### src/design/dbg_regs_pkg.sv
// shared constants, types and states for the debug scratch and command registers
package dbg_regs_pkg;
	localparam logic [7:0] SCRATCH_A_OFFSET = 8'h18;
	localparam logic [7:0] SCRATCH_B_OFFSET = 8'h19;
	localparam logic [7:0] CMD_STATUS_OFFSET = 8'h1A;
	localparam logic [15:0] SCRATCH_RESET = 16'h0000;
	localparam logic [7:0] CMD_STATUS_RESET = 8'h00;
	localparam int CMD_LSB = 0;
	localparam int CMD_WIDTH = 4;
	localparam int SCAN_WIDTH = 8;
	localparam int SYNC_STAGES = 2;

	typedef enum logic [3:0] {
		CMD_NOP = 4'h0,
		CMD_READ_REG = 4'h1,
		CMD_READ_DATA = 4'h2,
		CMD_READ_STACK = 4'h3,
		CMD_WRITE_REG = 4'h4,
		CMD_WRITE_DATA = 4'h5,
		CMD_TRACE = 4'h6,
		CMD_RETURN = 4'h7
	} host_cmd_t;

	typedef enum {
		TAP_RESET, TAP_IDLE, TAP_SEL_DR, TAP_CAP_DR, TAP_SHIFT_DR, TAP_EXIT1_DR,
		TAP_PAUSE_DR, TAP_EXIT2_DR, TAP_UPD_DR, TAP_SEL_IR, TAP_CAP_IR, TAP_SHIFT_IR,
		TAP_EXIT1_IR, TAP_PAUSE_IR, TAP_EXIT2_IR, TAP_UPD_IR
	} tap_state_t;

	typedef struct packed {
		logic wr;
		logic rd;
		logic [7:0] addr;
		logic [15:0] wdata;
	} cpu_req_t;

	typedef struct packed {
		logic tck;
		logic tms;
		logic tdi;
	} jtag_in_t;
endpackage

### src/design/debug_scratch_and_command_regs.sv
// debug scratch registers, debug command register and the jtag scan path that feeds it
//
// How it works
// - Both scratch registers clear to 0000h on power-on reset or in tap test-logic-reset.
// - The cpu reads and writes both scratch registers freely in background and debug mode.
// - Each scratch register holds a full 16-bit value for rom routines to park registers.
// - The command register clears to 00h on power-on reset or in tap test-logic-reset.
// - The command register reads freely and only the debug engine changes it.
// - The host reaches the command register with a jtag data scan that the device services.
// - In debug mode the engine loads the pending host command, or 00h for codes 8 to F, into the command field.
// - The command field is bits 3..0 with codes 0 to 7 from no-op to return-to-background.
`timescale 1ns/10ps
module debug_scratch_and_command_regs #(
	parameter int DATA_WIDTH = 16,
	parameter int STATUS_WIDTH = 8
) (
	input wire logic CLK_SYS,
	input wire logic RESET_N,
	input wire dbg_regs_pkg::cpu_req_t CPU_REQ,
	output logic [DATA_WIDTH-1:0] CPU_RDATA,
	input wire logic DEBUG_MODE,
	input wire dbg_regs_pkg::jtag_in_t JTAG_IN,
	output logic TDO_OUT,
	output logic TDO_OE_N,
	output logic [STATUS_WIDTH-1:0] CMD_STATUS,
	output logic TAP_IN_RESET
);
	logic [2:0] jtag_sync;
	logic tck_s;
	logic tms_s;
	logic tdi_s;
	logic tck_prev_reg;
	logic tck_rise;
	logic tck_fall;
	dbg_regs_pkg::tap_state_t tap_reg;
	dbg_regs_pkg::tap_state_t tap_next;
	logic tlr_clear;
	logic [DATA_WIDTH-1:0] scratch_a_reg;
	logic [DATA_WIDTH-1:0] scratch_b_reg;
	logic [STATUS_WIDTH-1:0] cmd_status_reg;
	logic [STATUS_WIDTH-1:0] cmd_status_next;
	logic [dbg_regs_pkg::SCAN_WIDTH-1:0] scan_reg;
	logic [dbg_regs_pkg::CMD_WIDTH-1:0] host_cmd;

	pin_sync #(
		.WIDTH(3)
	) u_pin_sync (
		.clk(CLK_SYS),
		.reset_n(RESET_N),
		.async_in({JTAG_IN.tck, JTAG_IN.tms, JTAG_IN.tdi}),
		.sync_out(jtag_sync)
	);

	assign tck_s = jtag_sync[2];
	assign tms_s = jtag_sync[1];
	assign tdi_s = jtag_sync[0];
	assign tck_rise = tck_s && !tck_prev_reg;
	assign tck_fall = !tck_s && tck_prev_reg;

	always_ff @(posedge CLK_SYS or negedge RESET_N) begin
		if (!RESET_N) begin
			tck_prev_reg <= 1'b0;
		end else begin
			tck_prev_reg <= tck_s;
		end
	end

	// standard tap walk, stepped on each sampled rising tck edge
	always_comb begin
		tap_next = tap_reg;
		case (tap_reg)
			dbg_regs_pkg::TAP_RESET:
				tap_next = tms_s ? dbg_regs_pkg::TAP_RESET : dbg_regs_pkg::TAP_IDLE;
			dbg_regs_pkg::TAP_IDLE:
				tap_next = tms_s ? dbg_regs_pkg::TAP_SEL_DR : dbg_regs_pkg::TAP_IDLE;
			dbg_regs_pkg::TAP_SEL_DR:
				tap_next = tms_s ? dbg_regs_pkg::TAP_SEL_IR : dbg_regs_pkg::TAP_CAP_DR;
			dbg_regs_pkg::TAP_CAP_DR:
				tap_next = tms_s ? dbg_regs_pkg::TAP_EXIT1_DR : dbg_regs_pkg::TAP_SHIFT_DR;
			dbg_regs_pkg::TAP_SHIFT_DR:
				tap_next = tms_s ? dbg_regs_pkg::TAP_EXIT1_DR : dbg_regs_pkg::TAP_SHIFT_DR;
			dbg_regs_pkg::TAP_EXIT1_DR:
				tap_next = tms_s ? dbg_regs_pkg::TAP_UPD_DR : dbg_regs_pkg::TAP_PAUSE_DR;
			dbg_regs_pkg::TAP_PAUSE_DR:
				tap_next = tms_s ? dbg_regs_pkg::TAP_EXIT2_DR : dbg_regs_pkg::TAP_PAUSE_DR;
			dbg_regs_pkg::TAP_EXIT2_DR:
				tap_next = tms_s ? dbg_regs_pkg::TAP_UPD_DR : dbg_regs_pkg::TAP_SHIFT_DR;
			dbg_regs_pkg::TAP_UPD_DR:
				tap_next = tms_s ? dbg_regs_pkg::TAP_SEL_DR : dbg_regs_pkg::TAP_IDLE;
			dbg_regs_pkg::TAP_SEL_IR:
				tap_next = tms_s ? dbg_regs_pkg::TAP_RESET : dbg_regs_pkg::TAP_CAP_IR;
			dbg_regs_pkg::TAP_CAP_IR:
				tap_next = tms_s ? dbg_regs_pkg::TAP_EXIT1_IR : dbg_regs_pkg::TAP_SHIFT_IR;
			dbg_regs_pkg::TAP_SHIFT_IR:
				tap_next = tms_s ? dbg_regs_pkg::TAP_EXIT1_IR : dbg_regs_pkg::TAP_SHIFT_IR;
			dbg_regs_pkg::TAP_EXIT1_IR:
				tap_next = tms_s ? dbg_regs_pkg::TAP_UPD_IR : dbg_regs_pkg::TAP_PAUSE_IR;
			dbg_regs_pkg::TAP_PAUSE_IR:
				tap_next = tms_s ? dbg_regs_pkg::TAP_EXIT2_IR : dbg_regs_pkg::TAP_PAUSE_IR;
			dbg_regs_pkg::TAP_EXIT2_IR:
				tap_next = tms_s ? dbg_regs_pkg::TAP_UPD_IR : dbg_regs_pkg::TAP_SHIFT_IR;
			dbg_regs_pkg::TAP_UPD_IR:
				tap_next = tms_s ? dbg_regs_pkg::TAP_SEL_DR : dbg_regs_pkg::TAP_IDLE;
			default: tap_next = dbg_regs_pkg::TAP_RESET;
		endcase
	end

	always_ff @(posedge CLK_SYS or negedge RESET_N) begin
		if (!RESET_N) begin
			tap_reg <= dbg_regs_pkg::TAP_RESET;
		end else if (tck_rise) begin
			tap_reg <= tap_next;
		end
	end

	// clearing follows the tap state itself, so it holds for as long as the tap sits there
	assign tlr_clear = (tap_reg == dbg_regs_pkg::TAP_RESET);

	always_ff @(posedge CLK_SYS or negedge RESET_N) begin
		if (!RESET_N) begin
			TAP_IN_RESET <= 1'b1;
		end else begin
			TAP_IN_RESET <= tlr_clear;
		end
	end

	// scratch registers: reset clear outranks a cpu write in the same cycle
	always_ff @(posedge CLK_SYS or negedge RESET_N) begin
		if (!RESET_N) begin
			scratch_a_reg <= dbg_regs_pkg::SCRATCH_RESET;
			scratch_b_reg <= dbg_regs_pkg::SCRATCH_RESET;
		end else if (tlr_clear) begin
			scratch_a_reg <= dbg_regs_pkg::SCRATCH_RESET;
			scratch_b_reg <= dbg_regs_pkg::SCRATCH_RESET;
		end else if (CPU_REQ.wr) begin
			// no mode gating: background and debug alike
			if (CPU_REQ.addr == dbg_regs_pkg::SCRATCH_A_OFFSET) begin
				scratch_a_reg <= CPU_REQ.wdata;
			end
			if (CPU_REQ.addr == dbg_regs_pkg::SCRATCH_B_OFFSET) begin
				scratch_b_reg <= CPU_REQ.wdata;
			end
		end
	end

	// cpu read port, one cycle latency; unmapped reads give zero
	always_ff @(posedge CLK_SYS or negedge RESET_N) begin
		if (!RESET_N) begin
			CPU_RDATA <= '0;
		end else if (CPU_REQ.rd) begin
			case (CPU_REQ.addr)
				dbg_regs_pkg::SCRATCH_A_OFFSET: CPU_RDATA <= scratch_a_reg;
				dbg_regs_pkg::SCRATCH_B_OFFSET: CPU_RDATA <= scratch_b_reg;
				dbg_regs_pkg::CMD_STATUS_OFFSET: begin
					CPU_RDATA <= {{(DATA_WIDTH-STATUS_WIDTH){1'b0}}, cmd_status_reg};
				end
				default: CPU_RDATA <= '0;
			endcase
		end
	end

	// scan register: capture shows the command register, shift takes tdi lsb first
	always_ff @(posedge CLK_SYS or negedge RESET_N) begin
		if (!RESET_N) begin
			scan_reg <= '0;
		end else if (tck_rise) begin
			if (tap_reg == dbg_regs_pkg::TAP_CAP_DR) begin
				scan_reg <= cmd_status_reg;
			end else if (tap_reg == dbg_regs_pkg::TAP_SHIFT_DR) begin
				scan_reg <= {tdi_s, scan_reg[dbg_regs_pkg::SCAN_WIDTH-1:1]};
			end
		end
	end

	// tdo changes on the falling edge so the host samples a settled bit
	always_ff @(posedge CLK_SYS or negedge RESET_N) begin
		if (!RESET_N) begin
			TDO_OUT <= 1'b0;
			TDO_OE_N <= 1'b1;
		end else if (tck_fall) begin
			TDO_OUT <= scan_reg[0];
			TDO_OE_N <= (tap_reg != dbg_regs_pkg::TAP_SHIFT_DR);
		end
	end

	assign host_cmd = scan_reg[dbg_regs_pkg::CMD_LSB +: dbg_regs_pkg::CMD_WIDTH];

	// only codes 0..7 are known; upper bits never set
	always_comb begin
		cmd_status_next = '0;
		case (host_cmd)
			dbg_regs_pkg::CMD_NOP,
			dbg_regs_pkg::CMD_READ_REG,
			dbg_regs_pkg::CMD_READ_DATA,
			dbg_regs_pkg::CMD_READ_STACK,
			dbg_regs_pkg::CMD_WRITE_REG,
			dbg_regs_pkg::CMD_WRITE_DATA,
			dbg_regs_pkg::CMD_TRACE,
			dbg_regs_pkg::CMD_RETURN: begin
				cmd_status_next[dbg_regs_pkg::CMD_LSB +: dbg_regs_pkg::CMD_WIDTH] = host_cmd;
			end
			default: cmd_status_next = '0;
		endcase
	end

	// command register: engine only, cpu write path deliberately absent
	always_ff @(posedge CLK_SYS or negedge RESET_N) begin
		if (!RESET_N) begin
			cmd_status_reg <= dbg_regs_pkg::CMD_STATUS_RESET;
		end else if (tlr_clear) begin
			cmd_status_reg <= dbg_regs_pkg::CMD_STATUS_RESET;
		end else if (tck_rise && tap_reg == dbg_regs_pkg::TAP_UPD_DR && DEBUG_MODE) begin
			cmd_status_reg <= cmd_status_next;
		end
	end

	always_ff @(posedge CLK_SYS or negedge RESET_N) begin
		if (!RESET_N) begin
			CMD_STATUS <= dbg_regs_pkg::CMD_STATUS_RESET;
		end else begin
			CMD_STATUS <= cmd_status_reg;
		end
	end
endmodule

### src/design/pin_sync.sv
// two-stage synchroniser for a group of asynchronous pins
`timescale 1ns/10ps
module pin_sync #(
	parameter int WIDTH = 3
) (
	input wire logic clk,
	input wire logic reset_n,
	input wire logic [WIDTH-1:0] async_in,
	output logic [WIDTH-1:0] sync_out
);
	logic [WIDTH-1:0] meta_reg;

	// first stage feeds only the second
	always_ff @(posedge clk or negedge reset_n) begin
		if (!reset_n) begin
			meta_reg <= '0;
			sync_out <= '0;
		end else begin
			meta_reg <= async_in;
			sync_out <= meta_reg;
		end
	end
endmodule

### config.mk
export PLATFORM = sky130hd
export DESIGN_NAME = debug_scratch_and_command_regs
export DESIGN_NICKNAME = d
export VERILOG_FILES = /design/src/design/dbg_regs_pkg.sv /design/src/design/debug_scratch_and_command_regs.sv /design/src/design/pin_sync.sv
export SDC_FILE = /design/constraint.sdc
export NUM_CORES = 1
export LEC_CHECK = 0
export ABC_AREA = 1
export ABC_CLOCK_PERIOD_IN_PS = 2350
export BUFFER_PORTS_ARGS = -buffer_cell sky130_fd_sc_hd__buf_2
export CORE_MARGIN = 4
export CORE_UTILIZATION = 61
export DETAILED_ROUTE_END_ITERATION = 10
export GPL_ROUTABILITY_DRIVEN = 0
export GPL_TIMING_DRIVEN = 0
export PLACE_DENSITY_LB_ADDON = 0.05
export SLEW_MARGIN = 20
export SYNTH_ARGS = -nofsm -noshare
export SYNTH_HDL_FRONTEND = slang
export SYNTH_SLANG_ARGS = --single-unit
export TNS_END_PERCENT = 5
### constraint.sdc
create_clock -name CLK_SYS -period 2.35 [get_ports CLK_SYS]
set_input_delay 0.235 -clock CLK_SYS [delete_from_list [all_inputs] [get_ports CLK_SYS]]
set_output_delay 0.235 -clock CLK_SYS [all_outputs]
set_load 0.02 [all_outputs]
# Word-level counts from Yosys, hierarchy flattened
# Index checks and enable logic that the tools add are counted.
dict set report totals {
  out_inout_bits 27
  inputBits 32
  reg_bits 114
  word_cells 88
}
dict set report classes {
  muxes 25
  n_reduce_logical 21
  n_eq_ne 29
}
# op count
set op_table {}
lappend op_table {{32-bit by 4-bit equality test with 1-bit output, second input constant} 9}
lappend op_table {{32-bit by 3-bit equality test with 1-bit output, second input constant} 5}
lappend op_table {{16-bit two-way mux} 6}
lappend op_table {{32-bit by 2-bit equality test with 1-bit output, second input constant} 2}
lappend op_table {{32-bit zero test} 2}
lappend op_table {{16-bit one-hot mux with 3 select lines} 1}
lappend op_table {{4-bit one-hot mux with 12 select lines} 1}
lappend op_table {{32-bit by 1-bit equality test with 1-bit output, second input constant} 1}
lappend op_table {{32-bit by 5-bit equality test with 1-bit output, second input constant} 1}
lappend op_table {{8-bit two-way mux} 4}
lappend op_table {{32-bit by 4-bit != test with 1-bit output, second input constant} 1}
lappend op_table {{8-bit by 5-bit equality test with 1-bit output, second input constant} 3}
lappend op_table {{4-bit two-way mux} 5}
lappend op_table {{4-bit by 3-bit equality test with 1-bit output, second input constant} 4}
lappend op_table {{2-bit nonzero test} 5}
lappend op_table {{4-bit by 2-bit equality test with 1-bit output, second input constant} 2}
lappend op_table {{8-bit OR reduction} 1}
lappend op_table {{2-bit two-way mux} 3}
lappend op_table {{3-bit two-way mux} 2}
lappend op_table {{2-bit AND reduction} 3}
lappend op_table {{4-bit by 1-bit equality test with 1-bit output, second input constant} 1}
lappend op_table {{1-bit logical AND} 4}
lappend op_table {{4-bit zero test} 1}
lappend op_table {{2-bit OR reduction} 2}
lappend op_table {{other kinds (3)} 6}

# Depth between registers and ports, before layout
# Gate-level depths: netlist of run 1.
dict set report logic_depth {
  depth_word 6
  depth_mapped 10
}

# Cells and area by module
# A second synthesis of run 1 with hierarchy kept.
dict set report hier_totals {
  hier_cells 467
  area_unflattened_um2 3709.8
}
# mod n_inst cells_per_inst area_each_um2
set by_module_without_submodules {}
lappend by_module_without_submodules {debug_scratch_and_command_regs 1 461 3559.7}
lappend by_module_without_submodules {pin_sync 1 6 150.1}

# Worst setup path before layout of run 1
# OpenSTA, ideal clock, no wires.
dict set report synth_timing {
  kind {register to register}
  from {reg tap_reg[0]}
  to {reg scratch_a_reg[10]}
  stages_incl_launch_ff 10
  t_arrival_ps 1238
  required_ps 2234
  path_slack_ps 996
  synth_period_minus_slack_ps 1354
  path_cell_list {dfrtp_1 buf_4 nor2_4 nand2_4 inv_2 buf_6 buf_6 nor2_2 nand2_1 nand2_1}
}
dict set report synth_between {
  elab_chain_len 3
  word_cells_on_any_way 5
  classes_between {mux (1); reduce/logical (4)}
}
# item line_no
set synth_lines {}
lappend synth_lines {{start: declaration} debug_scratch_and_command_regs.sv:35} ;# dbg_regs_pkg::tap_state_t tap_reg;
lappend synth_lines {{start signal: assignment} debug_scratch_and_command_regs.sv:110} ;# tap_reg <= dbg_regs_pkg::TAP_RESET;
lappend synth_lines {{start signal: assignment} debug_scratch_and_command_regs.sv:112} ;# tap_reg <= tap_next;
lappend synth_lines {{32-bit zero test *} debug_scratch_and_command_regs.sv:117} ;# assign tlr_clear = (tap_reg == dbg_regs_pkg::TAP_RESET);
lappend synth_lines {{via tlr_clear} debug_scratch_and_command_regs.sv:37} ;# logic tlr_clear;
lappend synth_lines {{2-bit nonzero test (no line)} -}
lappend synth_lines {{2-bit AND reduction (no line)} -}
lappend synth_lines {{end signal: assignment} debug_scratch_and_command_regs.sv:130} ;# scratch_a_reg <= dbg_regs_pkg::SCRATCH_RESET;
lappend synth_lines {{end signal: assignment} debug_scratch_and_command_regs.sv:133} ;# scratch_a_reg <= dbg_regs_pkg::SCRATCH_RESET;
lappend synth_lines {{end signal: assignment} debug_scratch_and_command_regs.sv:138} ;# scratch_a_reg <= CPU_REQ.wdata;
lappend synth_lines {{end: declaration} debug_scratch_and_command_regs.sv:38} ;# logic [DATA_WIDTH-1:0] scratch_a_reg;
# The timed path passes the listed nets; every way through them passes the cells marked *.
# A chain may end at the register's enable or synchronous reset.

# Final worst setup path of run 1
dict set report layout_timing {
  from {reg tap_reg[0]}
  to {reg scratch_b_reg[8]}
}
dict set report layout_between {
  elab_chain_len 3
  word_cells_on_any_way 5
  classes_between {mux (1); reduce/logical (4)}
}
# item line_no
set layout_lines {}
lappend layout_lines {{32-bit zero test *} debug_scratch_and_command_regs.sv:117}
lappend layout_lines {{via tlr_clear} debug_scratch_and_command_regs.sv:37}
lappend layout_lines {{2-bit nonzero test (no line)} -}
lappend layout_lines {{2-bit AND reduction (no line)} -}
lappend layout_lines {{end signal: assignment} debug_scratch_and_command_regs.sv:131} ;# scratch_b_reg <= dbg_regs_pkg::SCRATCH_RESET;
lappend layout_lines {{end signal: assignment} debug_scratch_and_command_regs.sv:134} ;# scratch_b_reg <= dbg_regs_pkg::SCRATCH_RESET;
lappend layout_lines {{end signal: assignment} debug_scratch_and_command_regs.sv:141} ;# scratch_b_reg <= CPU_REQ.wdata;
lappend layout_lines {{end: declaration} debug_scratch_and_command_regs.sv:39} ;# logic [DATA_WIDTH-1:0] scratch_b_reg;
# Marked as above.

==> impl_metrics.ini, run 1 <==
[job]
drv_cap = 0

[placement]
preCtsSetupSlack_ps = 797
dpl.cell_count = 602
dp_hpwl_mm = 5.77
numPortBuffers = 53
placed_cell_area_sq_um = 4190

[synth]
yosys_register_bits = 78
synth.largest_area_cell = dfrtp_1
synth_enable_flop_cells = 0
synth_commonest_cells = 190 x nand2_1, 76 x dfrtp_1, 55 x nand3_1
netlist.area_leader.share_pct = 50.2
netlist_instances = 470
yosysMostFrequentCell = nand2_1
yosys_warnings = 0
synth_cell_types = 29
synth_ff_type = dfrtp_1
synth_area_sq_um = 3790
ys_seq_area_share_pct = 51.6
yosys-top-cells-area = dfrtp_1 50%, nand2_1 19%, nand3_1 7.3%, inv_1 4.1%, nor2_1 2.7%
avgSynthCellArea_sq_um = 8.06
synthArstFlopShare_pct = 100

[global_routing]
track_usage_pct = 23.8
grt_overflow_total = 0
first_global_vias = 3031
grt_max_degree = 49
antenna_found_initial = 0
grt_pass1_wl_mm = 14.0

[drt]
routed_wirelength_mm = 8.24
firstDrtPassIters = 5
drcViolationCount = 0
drtIter0Drc = 267
wl_per_cell_um = 13.2
via_per_inst = 5.16
num_vias = 3211
antenna_left = 0

[cts]
cts_sinks = 78
root_buffer = clkbuf_8
h-tree-depth = 3
ctsLongestPathBuffers = 2
cts_tree = done
insertion_delay_ps = 340
path_clk_slew_ps = 80
numCtsBuffers = 9
post_cts_buffers = 0

[worst_setup_path]
cp_max_fo = 10
cp.required_ps = 2590
crit_type = register to register
path_depth = 9
end_kind = register
critPathArrivalTime_ps = 1810
startpoint_type = register
crit_chain = buf_4, nor2_4, nand2_4, inv_2, buf_6, buf_6, nor2_2, nand2_1, nand2_1
crit_buf_inv = 4
reg2reg_depth = 9
max_stage_delay_ps = 380
critPathSlowestCell = dfrtp_1
crit_family = buffers and inverters

[min_path]
hold_depth = 5
hold_path.class = input pin to register

[cells_and_area]
drive_above_1_share_pct = 21.9
diodes = 0
final_cells = 622
nets = 574
final_area_sq_um = 4440
syn2layout_area_growth_pct = 17.3

[die]
core_area_sq_um = 5960
die_w_um = 86.8
die_h_um = 86.8
initial_core_util_pct = 63.6
num_rows = 28
io_pins = 59
dieArea_sq_um = 7530

[power_and_ir_drop]
power_mw = 3.63
vdd_drop_max_mv = 0.553
power_density_nw_per_um2 = 817
p_leak_nw = 2.57

[timing]
fin_crit_ps = 1560
setup_tns_ps = 0
drv_slew = 0
rsz0062_at_grt = false
finalSetupViolCount = 0
fin_crit_sh_pct = 66.5
hold_viol = 0
clock_skew_ps = 10.3
max_freq_mhz = 640
setup_ws_ps = 786

[status]
outcome = finished, final reports clean
## power breakdown
part	internal (mW)	switching (mW)	total (mW)
combinational	0.303	0.561	0.864
sequential	1.52	0.147	1.67
clock	0.629	0.469	1.10
total	2.45	1.18	3.63
## worst paths after layout
check / to / from / slack (ps)
worst min register to register: u_pin_sync.sync_out[0] / u_pin_sync.meta_reg[0] / 360
worst max-delay path: scratch_b_reg[8] / tap_reg[0] / 790
max in group asynchronous: TAP_IN_RESET / RESET_N / 1380
worst min-delay path: scratch_b_reg[4] / CPU_REQ[4] / 200
min in group asynchronous: tap_reg[0] / RESET_N / 360
worst max register to register: scratch_b_reg[8] / tap_reg[0] / 790
## stage by stage
stage	utilization (%)	hold slack, ps
after floorplan	-	-60.6
after global placement	69.8	332
after detailed placement	70.3	194
after CTS	74.6	197
after global routing	74.6	226
final	74.6	199
## kinds of logic (layout without fill, tap and decap cells)
group,count (synthesis),count (layout),share of synthesized area [%]
simple gates,301,301,35.6
flops,78,78,51.6
mux,1,1,0.297
compound gates,22,22,3.60
other cells,1,4,0.0990
buf+inv,67,141,8.79
## cell type report
type,count,area (sq um)
flip-flops and latches,78,1950
fillers,495,1510
multi-input cells,328,1510
repair buffers,58,335
plain buffers,23,168
inverters,44,165
clock buffers,13,149
well taps,75,93.8
clock inverters,3,67.6
## cell usage in the layout (no fill, tap or decap), types with 6 or more instances in the layout
cell	instances
clkbuf_1	7
nor2_1	27
nand3_1	55
nor2_2	10
buf_6	6
nand2_1	190
o21ai_0	11
nor2_4	6
inv_1	41
buf_2	57
dfrtp_1	76
buf_4	9
clkbuf_8	10
## what timing repair did
action                    in CTS  in global routing
hold buffers                   4                  0
hold endpoints to repair      33                  0
resized for setup              0                  0
## metal layers
metal | part of all wire (%) | up-vias | wire length, um | global-route usage (%)
met5 | 0 | - | 0 | 0
met4 | 1.5 | 0 | 125 | 9.07
met3 | 6.0 | 12 | 494 | 3.14
met2 | 49 | 100 | 4020 | 38.3
met1 | 44 | 1508 | 3600 | 32.9
li1 | - | 1591 | - | -
## worst min-delay path: stages
cell,delay [ps]
buf_2,90
inv_1,40
nor2_1,50
nand2_1,60
nand2_1,40
Power figures use the tool's default switching activity.
==> inputs of run 2 (changes only) <==
- ABC_AREA: 1 -> 0
- ABC_CLOCK_PERIOD_IN_PS: 2350 -> 1400
- CORE_UTILIZATION: 61 -> 51
- clock period: 2.35 -> 1.4 ns (I/O delays scaled with it)
==> run 2 against run 1 <==
Against the previous run: the run now ends with negative setup slack left; die area increased by 13%; total power increased by 60%; sequential power increased by 53%; critical path type unchanged; wire length increased by 0.16%; first-iteration DRC count decreased by 57%; flip-flop and latch count unchanged; synthesized area decreased by 4.0%; fmax decreased by 3.9%; setup slack got worse by 1000 ps; critical path depth decreased by 4; register-to-register slack got worse by 1000 ps; synthesized cell count decreased by 21%.
==> impl_metrics.ini, run 2 <==
[status]
outcome = finished, violations left
violations = negative setup slack

[worst_setup_path]
end_kind = register
startpoint_type = register
crit_family = compound AO/OA/AOI/OAI gates
max_stage_delay_ps = 390
crit_chain = buf_8, or3b_4, a211o_4, buf_4, o21ai_2
cp.required_ps = 1670
crit_buf_inv = 2
cp_max_fo = 7
critPathSlowestCell = dfrtp_1
critPathArrivalTime_ps = 1900
crit_type = register to register

[synth]
synthArstFlopShare_pct = 100
yosys-top-cells-area = dfrtp_1 52%, nand2_1 8.9%, a21oi_1 5.2%, mux2_2 4.3%, o22ai_1 2.9%
synth_ff_type = dfrtp_1
synth_commonest_cells = 86 x nand2_1, 76 x dfrtp_1, 38 x a21oi_1
avgSynthCellArea_sq_um = 9.77
netlist.area_leader.share_pct = 52.3
yosys_warnings = 0
yosys_register_bits = 78
synth_area_sq_um = 3630
synth.largest_area_cell = dfrtp_1
ys_seq_area_share_pct = 53.8
synth_enable_flop_cells = 0
netlist_instances = 372
synth_cell_types = 45
yosysMostFrequentCell = nand2_1

[drt]
antenna_left = 0
num_vias = 2878
firstDrtPassIters = 4
wl_per_cell_um = 15.0
via_per_inst = 5.21
routed_wirelength_mm = 8.25
drtIter0Drc = 115
drcViolationCount = 0

[cts]
numCtsBuffers = 9
h-tree-depth = 3
insertion_delay_ps = 340
cts_sinks = 78
ctsLongestPathBuffers = 2
root_buffer = clkbuf_8
cts_tree = done
path_clk_slew_ps = 80

[power_and_ir_drop]
power_density_nw_per_um2 = 1290
vdd_drop_max_mv = 0.815
p_leak_nw = 2.06
power_mw = 5.81

[die]
die_h_um = 92.4
num_rows = 30
core_area_sq_um = 6870
io_pins = 59
initial_core_util_pct = 52.9
die_w_um = 92.4
dieArea_sq_um = 8540

[global_routing]
first_global_vias = 2912
grt_overflow_total = 0
antenna_found_initial = 0
track_usage_pct = 20.9
grt_max_degree = 55
grt_pass1_wl_mm = 14.1

[timing]
tightest_slew_ps = 571
relSlewSlack_pct = 62.0
fin_crit_ps = 1630
rsz0062_at_grt = true
setup_ws_ps = -227
drv_slew = 0
setup_tns_ps = -2360
hold_viol = 0
clock_skew_ps = 5.03
finalSetupViolCount = 20
max_freq_mhz = 615
fin_crit_sh_pct = 116
fin_hold_ws_ps = 39.5

[placement]
numPortBuffers = 52
dp_hpwl_mm = 5.68

[cells_and_area]
drive_above_1_share_pct = 35.7
final_common_cell = nand2_1
multi_input_area_sq_um = 1530
final_core_util_pct = 65.8
regArea_sq_um = 1960
final_cell_mix = 79 x nand2_1, 74 x dfrtp_1, 56 x buf_2, 37 x a21oi_1
nets = 483
diodes = 0
fillers = 591
syn2layout_area_growth_pct = 24.3

[min_path]
hold_path.class = input pin to register

[job]
drv_cap = 0
==> run 2: path summary, 6_finish.rpt <==
check	cells after the start	end	slack, ps	start
worst max-delay path	5	scan_reg[4]	-230	tap_reg[1]
worst min-delay path	3	scratch_b_reg[7]	40	CPU_REQ[7]
worst max register to register	5	scan_reg[4]	-230	tap_reg[1]
worst min register to register	0	u_pin_sync.sync_out[2]	350	u_pin_sync.meta_reg[2]
max in group asynchronous	3	tap_reg[2]	580	RESET_N
min in group asynchronous	2	CMD_STATUS[3]	240	RESET_N
==> run 2: logic make-up (layout without fill, tap and decap cells) <==
group                  count (synthesis)  in the layout  share of synthesized area (%)
and+or+nand+nor                      140            140                           19.3
DFF                                   78             78                           53.8
AOI/OAI and AO/OA                     85             85                           14.1
buffers and inverters                 46            127                           6.16
other                                  1              4                          0.103
muxes                                 22             22                           6.54
==> run 2: power breakdown <==
group | internal (mW) | switching, mW | total, mW
clock network | 1.05 | 0.779 | 1.83
registers | 2.42 | 0.139 | 2.55
logic | 0.614 | 0.813 | 1.43
==> run 2: worst min-delay path: cells and delay by family <==
kind | cells | cell delay, ps
buffers and inverters | 1 | 100
AOI/OAI and AO/OA | 1 | 50
and+or+nand+nor | 1 | 50
==> run 2: cell type report <==
class                      instances  area share (%)
tap                               96            2.66
multi-input combinational        251            34.0
sequential                        78            43.3
inverter                          16            1.33
clock inverter                     4            1.55
timing repair buffer              67            9.22
clock buffer                      12            3.21
buffer                            28            4.76
==> run 2: per-layer routing <==
layer  wire, um  global-route usage [%]  vias to the layer above
met3        349                    3.25                       12
met1       3730                    27.9                     1388
met4        115                    8.29                        0
met5          0                       0                        -
met2       4060                    34.0                       69
li1           -                       -                     1409
==> run 2: what timing repair did <==
item                                    4_1_cts  5_1_grt
hold buffers                                  4        0
hold endpoints to repair                     27        0
resized for setup                            27       21
gates cloned                                  1        0
pin swaps                                     7        3
buffers inserted                              6        3
endpoints found under the setup margin       43       58
==> run 2: stage by stage <==
step / std cells / cell area [sq um] / setup slack, ps
after global placement: 523 / 4070 / -497
final: 552 / 4520 / -227
after detailed placement: 524 / 4100 / -521
after CTS: 550 / 4470 / -268
after global routing: 552 / 4520 / -281
after floorplan: 375 / 3680 / -243
==> inputs of run 3 (changes only) <==
- GPL_ROUTABILITY_DRIVEN: 0 -> 1
- SETUP_SLACK_MARGIN: default -> 0.5
==> run 3 against run 2 <==
Against the previous run: the flow still finishes with violations (negative setup slack); clock power fell by 6%; die area did not move; total power rose by 4.5%; combinational power rose by 27%; highest routed layer unchanged.
==> impl_metrics.ini, run 3 (same netlist as run 2, synthesis figures left out) <==
[drt]
drtIter0Drc = 159
num_vias = 3024
wl_per_cell_um = 16.0
drcViolationCount = 0
antenna_left = 0
firstDrtPassIters = 4
routed_wirelength_mm = 8.98
via_per_inst = 5.40

[worst_setup_path]
crit_chain = buf_8, or3b_4, a211o_4, buf_8, nand2_2, o21ai_2
cp_max_fo = 5
end_kind = register
max_stage_delay_ps = 400
crit_family = simple AND/OR/NAND/NOR gates
critPathSlowestCell = dfrtp_1
startpoint_type = register
cp.required_ps = 1640
path_depth = 6
cp-startpoint = tap_reg[0]
crit_type = register to register
crit_top_cell = buf_8
reg2reg_depth = 6
crit_buf_inv = 2
rr_startpoint = tap_reg[0]
critPathArrivalTime_ps = 1880

[placement]
numPortBuffers = 52
preCtsSetupSlack_ps = -555
dpl.cell_count = 524
gp_congestion = 0.847
dp_hpwl_mm = 5.64

[timing]
relSlewSlack_pct = 53.3
finalSetupViolCount = 45
rsz0062_at_grt = true
drv_slew = 0
clock_skew_ps = 12.1
fin_crit_ps = 1650
tightest_slew_ps = 701
setup_ws_ps = -246
max_freq_mhz = 608
hold_viol = 0
fin_crit_sh_pct = 118

[power_and_ir_drop]
p_int_mw = 4.14
pwr-share-seq_pct = 41.8
power.net_switching_mw = 1.93
p_clk_share_pct = 28.3
sw_frac_of_total_pct = 31.8
vdd_drop_max_mv = 0.580
p_leak_nw = 2.18
power_density_nw_per_um2 = 1210
combPwrFrac_pct = 29.9

[die]
core_area_sq_um = 6870
num_rows = 30
die_h_um = 92.4
dieArea_sq_um = 8540
initial_core_util_pct = 52.9
die_w_um = 92.4
io_pins = 59

[status]
outcome = finished, violations left
violations = negative setup slack

[global_routing]
first_global_vias = 3107
grt_pass1_wl_mm = 14.8
antenna_found_initial = 0
grt_overflow_total = 0
grt_max_degree = 56
track_usage_pct = 21.9

[cells_and_area]
final_cell_mix = 75 x dfrtp_1, 73 x nand2_1, 35 x buf_6, 33 x a21oi_1, 28 x buf_2
final_common_cell = dfrtp_1
syn2layout_area_growth_pct = 37.7
fillers = 511
diodes = 0
final_cells = 560
nets = 491
drive_above_1_share_pct = 43.3

[cts]
numCtsBuffers = 9
cts_tree = done
path_clk_slew_ps = 80
ctsLongestPathBuffers = 2
h-tree-depth = 3
root_buffer = clkbuf_8
insertion_delay_ps = 350
cts_sinks = 78

[min_path]
hold_depth = 3
hold_path.class = input pin to register
worstHoldStart = CPU_REQ[12]

[job]
drv_cap = 0
run 3: cell types whose count changed in the layout (fill, tap and decap cells not counted), sizes merged:
cell,before,now
bufinv,2,1
clkinvlp,0,2
buf,80,87
run 3: final cells by class:
| class | instances | area (sq um) | area share (%) |
|---|---|---|---|
| Buffer | 30 | 307 | 6.12 |
| Clock buffer | 11 | 141 | 2.83 |
| Clock inverter | 5 | 58.8 | 1.17 |
| Inverter | 16 | 60.1 | 1.20 |
| Multi-Input combinational cell | 251 | 1730 | 34.6 |
| Sequential cell | 78 | 1960 | 39.1 |
| Tap cell | 96 | 120 | 2.40 |
| Timing Repair Buffer | 73 | 629 | 12.6 |
run 3: power groups by stage:
| stage | clock (mW) | combinational, mW | sequential, mW |
|---|---|---|---|
| 6_report | 1.72 | 1.82 | 2.54 |
| 5_1_grt | 1.85 | 1.96 | 2.56 |
| 4_1_cts | 1.75 | 1.63 | 2.52 |
| 3_5_place_dp | 0 | 1.24 | 2.55 |
| 3_3_place_gp | 0 | 1.21 | 2.54 |
| 2_1_floorplan | 0 | 0.867 | 2.55 |
run 3: timing repair:
| action | CTS | global route |
|---|---|---|
| hold buffers | 4 | 0 |
| pin swaps | 29 | 27 |
| cloned | 1 | 0 |
| resized for setup | 110 | 49 |
| endpoints found under the setup margin | 90 | 90 |
| hold endpoints to repair | 26 | 0 |
| setup buffers | 14 | 1 |
run 3: path summary, 6_finish.rpt:
path | to | slack (ps)
setup / recovery | scan_reg[1] | -250
hold / removal | scratch_b_reg[12] | 30
setup reg to reg | scan_reg[1] | -250
hold reg to reg | u_pin_sync.sync_out[1] | 350
max in group asynchronous | tap_reg[2] | 650
min in group asynchronous | CPU_RDATA[2] | 210
run 3: worst min-delay path: stages:
cell and delay, ps:
buf_2 100, nand2_1 50, a21oi_1 50
run 3: per-stage QoR:
step | hold slack, ps | setup TNS [ps] | power, mW | area, sq um | utilization, %
floorplan | -156 | -5530 | 3.42 | 3680 | -
finish | 29.9 | -3130 | 6.07 | 5000 | 72.9
detailed placement | 59.6 | -21550 | 3.79 | 4100 | 59.6
CTS | 25.7 | -3810 | 5.89 | 4840 | 70.4
global route | 36.3 | -6150 | 6.36 | 5000 | 72.9
global placement | 247 | -46390 | 3.75 | 4070 | 59.2
run 3: metal layers:
layer / vias to the layer above / GRT usage, % / wire length [um] / share of wire (%)
met3: 16 / 3.49 / 323 / 3.6
met1: 1514 / 28.4 / 3910 / 44
li1: 1425 / - / - / -
met5: - / 0 / 0 / 0
met2: 69 / 35.8 / 4590 / 51
met4: 0 / 10.4 / 161 / 1.8
